<file path="config.mk">
export PLATFORM = sky130hd
export DESIGN_NAME = facr_top
export DESIGN_NICKNAME = d
export VERILOG_FILES = /design/src/hdl/facr_top.v
export VERILOG_INCLUDE_DIRS = /design/src /design/src/hdl
export SDC_FILE = /design/constraint.sdc
export NUM_CORES = 1
export LEC_CHECK = 0
export BUFFER_PORTS_ARGS = -buffer_cell sky130_fd_sc_hd__buf_2
export CORE_ASPECT_RATIO = 1.2
export CORE_MARGIN = 2
export CORE_UTILIZATION = 46
export CTS_CLUSTER_DIAMETER = 50
export DETAILED_ROUTE_END_ITERATION = 12
export GPL_ROUTABILITY_DRIVEN = 0
export GPL_TIMING_DRIVEN = 0
export PLACE_DENSITY = 0.8
export SYNTH_ARGS = -nofsm -noshare
export SYNTH_HDL_FRONTEND = slang
export SYNTH_SLANG_ARGS = --single-unit
</file>
<file path="constraint.sdc">
create_clock -name pclk -period 4.95 [get_ports pclk]
set_clock_uncertainty 0.1 [all_clocks]
set_input_delay 0 -clock pclk [delete_from_list [all_inputs] [get_ports pclk]]
set_output_delay 0 -clock pclk [all_outputs]
set_load 0.02 [all_outputs]
</file>
<file path="src/hdl/facr_map.vh">
/*
  Register map, field layout, reset values and command codes of the
  flash address and command register block.
  Assumes: included by the block's design file only.
*/
`ifndef FACR_MAP_VH
`define FACR_MAP_VH

// Printed offsets are word indices; byte address is four times the index
`define FACR_IDX_SRC_BLOCK    16'hf100
`define FACR_IDX_START_TWO    16'hf101
`define FACR_IDX_CB_BLOCK     16'hf102
`define FACR_IDX_CB_PAGESEC   16'hf103
`define FACR_IDX_START_FIVE   16'hf104
`define FACR_IDX_START_SIX    16'hf105
`define FACR_IDX_START_SEVEN  16'hf106
`define FACR_IDX_START_PGSEC  16'hf107
`define FACR_IDX_BUF_SELECT   16'hf200
`define FACR_IDX_COMMAND      16'hf220
`define FACR_IDX_STATUS       16'hf240
`define FACR_IDX_DONE         16'hf241

`define FACR_BLOCK_W          9
`define FACR_PAGE_W           6
`define FACR_SECTOR_W         2
`define FACR_BSA_W            4
`define FACR_BSC_W            2
`define FACR_BSA_LSB          8
`define FACR_REG_RESET        16'h0000

`define FACR_CMD_LOAD_MAIN    16'h0000
`define FACR_CMD_LOAD_SPARE   16'h0013
`define FACR_CMD_PROG_MAIN    16'h0080
`define FACR_CMD_PROG_SPARE   16'h001a
`define FACR_CMD_COPY_BACK    16'h001b
`define FACR_CMD_UNLOCK       16'h0023
`define FACR_CMD_LOCK         16'h002a
`define FACR_CMD_LOCK_TIGHT   16'h002c
`define FACR_CMD_ERASE_VRFY   16'h0071
`define FACR_CMD_BLK_ERASE    16'h0094
`define FACR_CMD_MULTI_ERASE  16'h0095
`define FACR_CMD_ERASE_SUSP   16'h00b0
`define FACR_CMD_ERASE_RESUME 16'h0030
`define FACR_CMD_CORE_RESET   16'h00f0
`define FACR_CMD_HOT_RESET    16'h00f3
`define FACR_CMD_OTP_ACCESS   16'h0065

`define FACR_OP_W             4
`define FACR_OP_NONE          4'h0
`define FACR_OP_LOAD_MAIN     4'h1
`define FACR_OP_LOAD_SPARE    4'h2
`define FACR_OP_PROG_MAIN     4'h3
`define FACR_OP_PROG_SPARE    4'h4
`define FACR_OP_COPY_BACK     4'h5
`define FACR_OP_UNLOCK        4'h6
`define FACR_OP_LOCK          4'h7
`define FACR_OP_LOCK_TIGHT    4'h8
`define FACR_OP_ERASE_VRFY    4'h9
`define FACR_OP_BLK_ERASE     4'ha
`define FACR_OP_MULTI_ERASE   4'hb
`define FACR_OP_ERASE_SUSP    4'hc
`define FACR_OP_ERASE_RESUME  4'hd
`define FACR_OP_CORE_RESET    4'he
`define FACR_OP_OTP_ACCESS    4'hf

`endif

</file>
<file path="src/hdl/facr_top.v">
/*
  Address, buffer-select and command registers of a flash device with an
  internal buffer RAM, reached over APB.  Decoded operations are handed
  to a flash core outside this block, which reports completion and each
  finished sector transfer.
  Registers are 16 bits in the low half of each APB word; unmapped
  word indices answer with pslverr.  A status word holds the ready
  indication and the live buffer sector walk, a second word a sticky
  done bit.
  Assumes: APB master on pclk; flash core on the same clock; core_done
  and sector_step are one-cycle pulses from that core.
*/
`timescale 1ns/1ns
`default_nettype none
`include "facr_map.vh"

// What this block does
// RQ1: Copy-back block index, 9 bits, upper bits zero, resets to zero.
// RQ2: Copy-back page index 6 bits and sector index 2 bits, reset zero.
// RQ3: Start page index and start sector index for load, program, copy-back.
// RQ4: Sector count sets sectors moved; 0, the reset value, means four.
// RQ5: Low two buffer address bits step and wrap per sector, upper kept.
// RQ6: Bit 3 boot or data RAM, bit 2 data half, bits 1:0 the sector.
// RQ7: Host writes a command only right after clearing ready to busy.
// RQ8: Any completed operation returns the indication to ready.
// RQ9: While busy only the two resets pass; some operations accept nothing.
// RQ10: Code 0000h loads main-data sectors from array into buffer.
// RQ11: Code 0013h loads spare-area sectors into buffer.
// RQ12: Code 0080h programs main and spare; 001Ah programs spare only.
// RQ13: Code 001Bh copy-back programs to the held destination address.
// RQ14: Codes 0023h, 002Ah, 002Ch unlock, lock, lock-tight the block.
// RQ15: Code 00F0h resets only the flash core and its operation.
// RQ16: Code 00F3h resets all registers and core, like a warm reset; the done bit is set instead of cleared.
// RQ17: Host fills read-only spare part with FF for program commands.
// RQ18: Registers F101h and F104h to F106h are reserved with no function.
// RQ19: Source block index, 9 bits, used by load, program and erase.
// RQ20: Remaining codes decode to erase, suspend, resume, OTP; others ignored.
// RQ21: A command starts with register values current at its write.
module facr_top
#(
  parameter BLOCK_W  = `FACR_BLOCK_W,
  parameter PAGE_W   = `FACR_PAGE_W,
  parameter SECTOR_W = `FACR_SECTOR_W
)
(
  input  wire                 pclk,
  input  wire                 presetn,
  input  wire                 psel,
  input  wire                 penable,
  input  wire                 pwrite,
  input  wire [17:0]          paddr,
  input  wire [31:0]          pwdata,
  output reg  [31:0]          prdata,
  output reg                  pready,
  output reg                  pslverr,
  input  wire                 core_done,
  input  wire                 sector_step,
  output reg                  op_start,
  output reg  [`FACR_OP_W-1:0] op_code,
  output reg  [BLOCK_W-1:0]   op_src_block,
  output reg  [BLOCK_W-1:0]   op_cb_block,
  output reg  [PAGE_W-1:0]    op_cb_page,
  output reg  [SECTOR_W-1:0]  op_cb_sector,
  output reg  [PAGE_W-1:0]    op_page,
  output reg  [SECTOR_W-1:0]  op_sector,
  output reg  [2:0]           op_sector_total,
  output reg                  buf_boot_sel,
  output reg                  buf_data_half,
  output reg  [1:0]           buf_sector,
  output reg                  core_reset,
  output reg                  ready_flag
);

  localparam BSA_W = `FACR_BSA_W;
  localparam BSC_W = `FACR_BSC_W;

  // Busy-acceptance classes of a running operation
  localparam ACC_ALL   = 2'b00;
  localparam ACC_RESET = 2'b01;
  localparam ACC_NONE  = 2'b10;

  // Sector totals handed to the core
  localparam [2:0] SECT_NONE = 3'h0;
  localparam [2:0] SECT_ONE  = 3'h1;
  localparam [2:0] SECT_MAX  = 3'h4;

  reg [BLOCK_W-1:0]  src_block_q;
  reg [BLOCK_W-1:0]  cb_block_q;
  reg [PAGE_W-1:0]   cb_page_q;
  reg [SECTOR_W-1:0] cb_sector_q;
  reg [PAGE_W-1:0]   st_page_q;
  reg [SECTOR_W-1:0] st_sector_q;
  reg [BSA_W-1:0]    bsa_q;
  reg [BSC_W-1:0]    bsc_q;
  reg [15:0]         cmd_q;
  reg [1:0]          accept_q;
  reg [2:0]          sectors_left_q;
  reg [BSA_W-1:0]    bsa_walk_q;
  reg                hot_reset_q;
  reg                done_seen_q;

  // One wait state: a transfer is taken on its first access edge
  wire        access = psel & penable;
  wire        wr     = access & pwrite & ~pready;
  wire        rd     = access & ~pwrite & ~pready;
  wire [15:0] index  = paddr[17:2];
  wire [15:0] wdata  = pwdata[15:0];

  reg         mapped;
  reg  [15:0] rd_word;

  // Read mux: reserved words read zero, unknown indices raise an error
  always @*
  begin
    mapped  = 1'b1;
    rd_word = 16'h0000;
    case (index)
      `FACR_IDX_SRC_BLOCK:   rd_word = {{(16-BLOCK_W){1'b0}}, src_block_q};
      `FACR_IDX_START_TWO:   rd_word = 16'h0000; // RQ18
      `FACR_IDX_CB_BLOCK:    rd_word = {{(16-BLOCK_W){1'b0}}, cb_block_q};
      `FACR_IDX_CB_PAGESEC:
        rd_word = {{(16-PAGE_W-SECTOR_W){1'b0}}, cb_page_q, cb_sector_q};
      `FACR_IDX_START_FIVE:  rd_word = 16'h0000; // RQ18
      `FACR_IDX_START_SIX:   rd_word = 16'h0000; // RQ18
      `FACR_IDX_START_SEVEN: rd_word = 16'h0000; // RQ18
      `FACR_IDX_START_PGSEC:
        rd_word = {{(16-PAGE_W-SECTOR_W){1'b0}}, st_page_q, st_sector_q};
      `FACR_IDX_BUF_SELECT:
        rd_word = {4'h0, bsa_q, 6'h00, bsc_q};
      `FACR_IDX_COMMAND:     rd_word = cmd_q;
      `FACR_IDX_STATUS:
        rd_word = {11'h000, bsa_walk_q, ready_flag};
      `FACR_IDX_DONE:        rd_word = {15'h0000, done_seen_q};
      default:               mapped = 1'b0;
    endcase
  end

  // Command decode to an operation and its busy-acceptance class
  reg [`FACR_OP_W-1:0] dec_op;
  reg [1:0]            dec_acc;

  always @*
  begin
    dec_op  = `FACR_OP_NONE;
    dec_acc = ACC_RESET;
    case (wdata)
      `FACR_CMD_LOAD_MAIN:    dec_op = `FACR_OP_LOAD_MAIN;    // RQ10
      `FACR_CMD_LOAD_SPARE:   dec_op = `FACR_OP_LOAD_SPARE;   // RQ11
      `FACR_CMD_PROG_MAIN:    dec_op = `FACR_OP_PROG_MAIN;    // RQ12
      `FACR_CMD_PROG_SPARE:   dec_op = `FACR_OP_PROG_SPARE;   // RQ12
      `FACR_CMD_COPY_BACK:    dec_op = `FACR_OP_COPY_BACK;    // RQ13
      `FACR_CMD_UNLOCK:
      begin
        dec_op  = `FACR_OP_UNLOCK; // RQ14
        dec_acc = ACC_NONE;
      end
      `FACR_CMD_LOCK:
      begin
        dec_op  = `FACR_OP_LOCK; // RQ14
        dec_acc = ACC_NONE;
      end
      `FACR_CMD_LOCK_TIGHT:
      begin
        dec_op  = `FACR_OP_LOCK_TIGHT; // RQ14
        dec_acc = ACC_NONE;
      end
      `FACR_CMD_ERASE_VRFY:   dec_op = `FACR_OP_ERASE_VRFY;   // RQ20
      `FACR_CMD_BLK_ERASE:    dec_op = `FACR_OP_BLK_ERASE;    // RQ20
      `FACR_CMD_MULTI_ERASE:  dec_op = `FACR_OP_MULTI_ERASE;  // RQ20
      `FACR_CMD_ERASE_SUSP:
      begin
        dec_op  = `FACR_OP_ERASE_SUSP; // RQ20
        dec_acc = ACC_NONE;
      end
      `FACR_CMD_ERASE_RESUME: dec_op = `FACR_OP_ERASE_RESUME; // RQ20
      `FACR_CMD_OTP_ACCESS:   dec_op = `FACR_OP_OTP_ACCESS;   // RQ20
      `FACR_CMD_CORE_RESET:
      begin
        dec_op  = `FACR_OP_CORE_RESET; // RQ15
        dec_acc = ACC_NONE;
      end
      default:                dec_op = `FACR_OP_NONE;         // RQ20
    endcase
  end

  wire is_reset_cmd = (wdata == `FACR_CMD_CORE_RESET) |
                      (wdata == `FACR_CMD_HOT_RESET);
  wire cmd_wr   = wr & (index == `FACR_IDX_COMMAND);
  // Clearing ready from the host does not block a command; a running
  // operation does, and lets through only the resets that it allows
  wire op_idle  = (accept_q == ACC_ALL);
  wire cmd_ok   = op_idle | (is_reset_cmd & (accept_q == ACC_RESET)); // RQ9
  wire cmd_take = cmd_wr & cmd_ok;
  wire hot_take = cmd_take & (wdata == `FACR_CMD_HOT_RESET);             // RQ16
  wire run_take = cmd_take & ~hot_take & (dec_op != `FACR_OP_NONE);
  wire multi_op = (dec_op == `FACR_OP_LOAD_MAIN) |
                  (dec_op == `FACR_OP_LOAD_SPARE) |
                  (dec_op == `FACR_OP_PROG_MAIN) |
                  (dec_op == `FACR_OP_PROG_SPARE) |
                  (dec_op == `FACR_OP_COPY_BACK);
  wire [2:0] bsc_total = (bsc_q == 2'b00) ? SECT_MAX : {1'b0, bsc_q}; // RQ4
  // Software busy request: writing zero to the ready bit (RQ7 on host side)
  wire rdy_clr = wr & (index == `FACR_IDX_STATUS) & ~wdata[0];
  wire rdy_set = wr & (index == `FACR_IDX_STATUS) & wdata[0];
  wire done_clr = wr & (index == `FACR_IDX_DONE) & wdata[0];

  always @(posedge pclk or negedge presetn)
  begin
    if (!presetn)
    begin
      src_block_q     <= {BLOCK_W{1'b0}};
      cb_block_q      <= {BLOCK_W{1'b0}};
      cb_page_q       <= {PAGE_W{1'b0}};
      cb_sector_q     <= {SECTOR_W{1'b0}};
      st_page_q       <= {PAGE_W{1'b0}};
      st_sector_q     <= {SECTOR_W{1'b0}};
      bsa_q           <= {BSA_W{1'b0}};
      bsc_q           <= {BSC_W{1'b0}};
      cmd_q           <= `FACR_REG_RESET;
      accept_q        <= ACC_ALL;
      sectors_left_q  <= 3'd0;
      bsa_walk_q      <= {BSA_W{1'b0}};
      hot_reset_q     <= 1'b0;
      done_seen_q     <= 1'b0;
      ready_flag      <= 1'b1;
      prdata          <= 32'h00000000;
      pready          <= 1'b0;
      pslverr         <= 1'b0;
      op_start        <= 1'b0;
      op_code         <= `FACR_OP_NONE;
      op_src_block    <= {BLOCK_W{1'b0}};
      op_cb_block     <= {BLOCK_W{1'b0}};
      op_cb_page      <= {PAGE_W{1'b0}};
      op_cb_sector    <= {SECTOR_W{1'b0}};
      op_page         <= {PAGE_W{1'b0}};
      op_sector       <= {SECTOR_W{1'b0}};
      op_sector_total <= 3'd0;
      buf_boot_sel    <= 1'b0;
      buf_data_half   <= 1'b0;
      buf_sector      <= 2'b00;
      core_reset      <= 1'b0;
    end
    else if (hot_reset_q)
    begin
      // Hot reset: every register back to default except the done bit, which is set; core reset too
      src_block_q     <= {BLOCK_W{1'b0}};  // RQ16
      cb_block_q      <= {BLOCK_W{1'b0}};
      cb_page_q       <= {PAGE_W{1'b0}};
      cb_sector_q     <= {SECTOR_W{1'b0}};
      st_page_q       <= {PAGE_W{1'b0}};
      st_sector_q     <= {SECTOR_W{1'b0}};
      bsa_q           <= {BSA_W{1'b0}};
      bsc_q           <= {BSC_W{1'b0}};
      cmd_q           <= `FACR_REG_RESET;
      accept_q        <= ACC_ALL;
      sectors_left_q  <= 3'd0;
      bsa_walk_q      <= {BSA_W{1'b0}};
      hot_reset_q     <= 1'b0;
      done_seen_q     <= 1'b1;
      ready_flag      <= 1'b1;             // RQ8
      pready          <= 1'b0;
      pslverr         <= 1'b0;
      op_start        <= 1'b0;
      op_code         <= `FACR_OP_NONE;
      // Launched operands and buffer select return to defaults as well
      prdata          <= 32'h00000000;
      op_src_block    <= {BLOCK_W{1'b0}};
      op_cb_block     <= {BLOCK_W{1'b0}};
      op_cb_page      <= {PAGE_W{1'b0}};
      op_cb_sector    <= {SECTOR_W{1'b0}};
      op_page         <= {PAGE_W{1'b0}};
      op_sector       <= {SECTOR_W{1'b0}};
      op_sector_total <= SECT_NONE;
      buf_boot_sel    <= 1'b0;
      buf_data_half   <= 1'b0;
      buf_sector      <= 2'b00;
      core_reset      <= 1'b1;
    end
    else
    begin
      // Bus answer one cycle after the access phase opens
      pready   <= access & ~pready;
      pslverr  <= access & ~pready & ~mapped;
      op_start <= run_take;
      core_reset <= run_take & (dec_op == `FACR_OP_CORE_RESET); // RQ15
      // Hot reset takes effect on the next edge, after this answer
      hot_reset_q <= hot_take;

      // Read data stands until the next read or a hot reset
      if (rd)
        prdata <= {16'h0000, rd_word};

      // Reserved, status and unknown words keep their state here
      if (wr)
      begin
        case (index)
          `FACR_IDX_SRC_BLOCK:  src_block_q <= wdata[BLOCK_W-1:0]; // RQ19
          `FACR_IDX_CB_BLOCK:   cb_block_q  <= wdata[BLOCK_W-1:0]; // RQ1
          `FACR_IDX_CB_PAGESEC:
          begin
            cb_page_q   <= wdata[PAGE_W+SECTOR_W-1:SECTOR_W]; // RQ2
            cb_sector_q <= wdata[SECTOR_W-1:0];               // RQ2
          end
          `FACR_IDX_START_PGSEC:
          begin
            st_page_q   <= wdata[PAGE_W+SECTOR_W-1:SECTOR_W]; // RQ3
            st_sector_q <= wdata[SECTOR_W-1:0];               // RQ3
          end
          `FACR_IDX_BUF_SELECT:
          begin
            bsa_q <= wdata[`FACR_BSA_LSB+BSA_W-1:`FACR_BSA_LSB];
            bsc_q <= wdata[BSC_W-1:0];                        // RQ4
          end
          default:
          begin
            cmd_q <= cmd_q;
          end
        endcase
      end

      // Unknown codes are stored but launch nothing
      if (cmd_take)
        cmd_q <= wdata;

      if (run_take)
      begin
        // Operands frozen from the registers at the command write
        op_code         <= dec_op;        // RQ21
        op_src_block    <= src_block_q;   // RQ21
        op_cb_block     <= cb_block_q;    // RQ13
        op_cb_page      <= cb_page_q;     // RQ13
        op_cb_sector    <= cb_sector_q;   // RQ13
        op_page         <= st_page_q;     // RQ3
        op_sector       <= st_sector_q;   // RQ3
        op_sector_total <= multi_op ? bsc_total : SECT_NONE; // RQ4
        sectors_left_q  <= multi_op ? bsc_total : SECT_NONE;
        bsa_walk_q      <= bsa_q;
        buf_boot_sel    <= bsa_q[3];      // RQ6
        buf_data_half   <= bsa_q[2];      // RQ6
        buf_sector      <= bsa_q[1:0];    // RQ6
        accept_q        <= dec_acc;       // RQ9
        ready_flag      <= 1'b0;
      end
      else if (sector_step && sectors_left_q != SECT_NONE)
      begin
        // Sector walk wraps inside the selected RAM half
        bsa_walk_q     <= {bsa_walk_q[3:2], bsa_walk_q[1:0] + 2'b01}; // RQ5
        buf_sector     <= bsa_walk_q[1:0] + 2'b01;                   // RQ5
        sectors_left_q <= sectors_left_q - SECT_ONE;
      end

      // Completion wins over a software clear in the same cycle
      if (core_done && !run_take)
      begin
        ready_flag <= 1'b1; // RQ8
        accept_q   <= ACC_ALL;
      end
      else if (rdy_clr && !run_take)
        ready_flag <= 1'b0;
      else if (rdy_set && !run_take)
        ready_flag <= 1'b1;

      // Sticky done: a set wins over a clear
      if (core_done || hot_take)
        done_seen_q <= 1'b1;
      else if (done_clr)
        done_seen_q <= 1'b0;
    end
  end

endmodule

`default_nettype wire

</file>
==> results by group <==
Synth
  – YS warnings: 0
  – Register bit total from synthesis: approximately 130
  – Post-Synthesis Cell Area: 0.006536 mm²
  – Avg Cell Area, Syn: 10.09 µm²
  – Cells after Synth: approximately 650
  – Ys flop type: dfrtp_1
  – Sequential area share after synthesis: 0.5017
  – Synth cell types: slightly above 60
  – Number of synthesized flops with an enable pin: 0
  – Ys async rst share: 1.000

Clock network
  – CTS Buf Count: 17
  – Maximum root-to-sink buffer count: 2
  – TritonCTS clock tree: done
  – Post-CTS setup buffer count: 0
  – Resized cells post-CTS: 0
  – CTS sink count: about 130
  – CTS clock-pin slew for the worst setup and hold paths: about 0.060 ns
  – Clock root buffer: clkbuf_16
  – Clk_lat worst skew: about 0.42 ns
  – H-tree Lvls: 4

GRT
  – Initial antenna violation count: 0
  – Total gr overflow: 0
  – Total GRT Usage: 0.2480
  – Global-route wire length before repair: ~29 mm
  – Number of global-route vias before repair: about 5500
  – Largest net degree at the start of global routing: 83

Setup path
  – Crit Path Max Fanout: 10
  – Critical path cell sequence: dlygate4sd3_1 -> buf_2 -> nor4_1 -> and4_1 -> nand2b_1 -> clkbuf_1 -> nor4_4 -> buf_2 -> nand2_1 -> nand3_1 -> dlygate4sd3_1
  – Critical path buffers and inverters: 5
  – Worst path required time: 5.21 ns
  – R2r endpoint: op_sector_total[0]$_DFFE_PN0P_
  – CP Capture Type: register
  – CP delay by family, top: buffers and inverters
  – Kind of critical path: input pin to register
  – CP Launch Type: input pin
  – Worst Reg-to-Reg Cells: 8
  – CP max stage cell: dlygate4sd3_1
  – Largest stage delay on the critical path: between 0.5 and 0.6 ns
  – R2R Path Start: pready$_DFF_PN0_
  – Data arrival, critical path: approximately 3.3 ns
  – Reg2Reg Setup Slack: approximately 2.1 ns

Final layout
  – Layout cells sized above 1: 0.2300
  – Synth-to-Final Area Change: 25.65%
  – Most frequent cells in the layout: dfrtp_1, buf_2, nor2_1
  – # nets final: between 800 and 900
  – Commonest non-fill, non-tap cell in the layout: dfrtp_1
  – # fillers: 1148
  – N_diodes: 0
  – Final Util: 0.5943

Pwr
  – Int Pwr: 0.002137 W
  – Sw Ratio: 0.2096
  – Sw Pwr: 0.0005666 W
  – PwrDens: 329.2 mW/mm²
  – Clock network fraction of total power: 0.539
  – Power share of the sequential group: 0.401
  – Maximum vdd drop: 0.2140 mV
  – Leakage: 4.274 nW
  – Total power: roughly 0.0027 W
  – Combinational power share: 0.060

Drt
  – Detailed Route WL: 18.47 mm
  – Number of remaining DRC errors: 0
  – Vias per cell: 5.746
  – Total iterations of the first detailed-routing run: 5
  – Wire per inst: between 15 and 20 µm
  – Post-route ant nets: 0
  – DR iter-0 viols: approximately 470
  – Via count of the routed design: about 5700

Floorplan
  – Initial core utilization: 0.4730
  – Die ar.: 0.01518 mm²
  – I/O pin count: 139
  – Core Rows: 47
  – Die Y: about 130 µm
  – Core area: 0.01382 mm²
  – Die width: 112.8 µm

STA
  – Hold Fails Final Rpt: 2
  – Post-route setup slack: about 1.9 ns
  – Max Freq: 332.4 MHz
  – RSZ-0062 raised after global routing: false
  – Max_slew headroom: 0.5220
  – Crit share post-route: 0.6078
  – Slew Viols, Final: 0
  – Setup TNS Final: 0 ns
  – Actual slew at the worst max-slew pin: around 0.72 ns
  – Setup violation total in the final timing report: 0
  – Min Tclk post-route: 3.009 ns
  – Fin Hold WS: -0.005585 ns

Job
  – MaxCap Viol Count: 0

Min path
  – Hold Crit Class: input pin to asynchronous set/reset pin

Placement
  – Port Buffer Count: 97
  – DP HPWL: between 10 and 15 mm
  – Pre-CTS WS: about 2.2 ns

Status
  – Failing checks: hold timing
  – Status: complete, but fails checks
==> registers in the layout, summed over array words and instances, names as in the netlist, 3 cells and up <==
| register | flops |
|---|---|
| prdata | 16 |
| st_page_q | 6 |
| op_cb_block | 9 |
| cb_page_q | 6 |
| op_sector_total | 3 |
| op_code | 4 |
| src_block_q | 9 |
| bsa_q | 4 |
| sectors_left_q | 3 |
| op_src_block | 9 |
| op_cb_page | 6 |
| cb_block_q | 9 |
| cmd_q | 16 |
| op_page | 6 |
==> synth_stat cells (7+ instances only) <==
cell | count | share of area
nor3_1 | 9 | 0.0069
buf_2 | 21 | 0.016
nor4_1 | 8 | 0.0077
nand2_1 | 47 | 0.027
a22oi_1 | 7 | 0.0080
dfrtp_1 | 130 | 0.50
nand3_1 | 27 | 0.021
nor2_1 | 108 | 0.062
inv_1 | 7 | 0.0040
clkbuf_1 | 25 | 0.014
mux2i_1 | 87 | 0.13
buf_4 | 21 | 0.024
a21oi_1 | 33 | 0.025
==> worst max path at each step <==
stage | start | end | slack (ns) | cells past startpoint
after floorplan | pready$_DFF_PN0_ | op_sector_total[0]$_DFFE_PN0P_ | 2.46 | 8
after global placement | presetn | op_cb_block[6]$_DFFE_PN0P_ | 2.09 | 1
after detailed placement | pready$_DFF_PN0_ | op_sector_total[0]$_DFFE_PN0P_ | 2.19 | 8
after CTS | paddr[5] | done_seen_q$_DFFE_PN0P_ | 2.04 | 11
after global routing | paddr[5] | done_seen_q$_DFFE_PN0P_ | 1.81 | 11
final | paddr[5] | done_seen_q$_DFFE_PN0P_ | 1.94 | 11
==> kinds of logic after synthesis <==
family	count (synthesis)	share of synthesized area
flops	131	0.5017
buf+inv	75	0.06030
compound gates	91	0.09189
other cells	1	0.0005737
fa+ha+maj	2	0.003828
mux	91	0.1401
xor+xnor	6	0.008041
simple gates	251	0.1935
==> metal layers <==
layer / track usage / wire length, µm
met1: 0.2977 / 7153
met2: 0.4085 / 9136
met3: 0.06508 / 1364
met4: 0.1335 / 817
met5: 0 / 0
==> per-stage QoR <==
stage | std cells | area, µm²
4_1_cts | 984 | 8213
3_5_place_dp | 932 | 7326
5_1_grt | 984 | 8213
3_3_place_gp | 931 | 7292
2_1_floorplan | 663 | 6593
6_report | 984 | 8213
==> power by group through the flow <==
| stage | Sequential, W | Combinational (W) | Clock, W |
|---|---|---|---|
| after global routing | 0.00108 | 0.000177 | 0.00151 |
| after floorplan | 0.00110 | 0.0000835 | 0 |
| after detailed placement | 0.00110 | 0.000150 | 0 |
| after CTS | 0.00108 | 0.000162 | 0.00146 |
| after global placement | 0.00110 | 0.000145 | 0 |
| final | 0.00108 | 0.000163 | 0.00146 |
==> final cells by class <==
| class | count | area [µm²] | share of cell area |
|---|---|---|---|
| clock buffer | 23 | 488.0 | 0.05941 |
| multi-input combinational | 457 | 2919 | 0.3554 |
| sequential | 131 | 3279 | 0.3993 |
| inverter | 7 | 26.28 | 0.003199 |
| clock inverter | 9 | 198.9 | 0.02422 |
| tap | 171 | 214.0 | 0.02605 |
| buffer | 68 | 367.9 | 0.04479 |
| timing repair buffer | 118 | 719.4 | 0.08760 |
==> worst register-to-register path: cells and delay by family (launching register included) <==
family	cells	cell delay, ns
AND/OR/NAND/NOR	4	1.23
AO/OA/AOI/OAI	2	0.62
flip-flops	1	0.38
buffers and inverters	2	0.36
==> repair_timing <==
action                     CTS  global route
setup endpoints to repair    0             0
hold buffers                20             0
hold endpoints to repair   160             0
(Power assumes the default switching activity.)
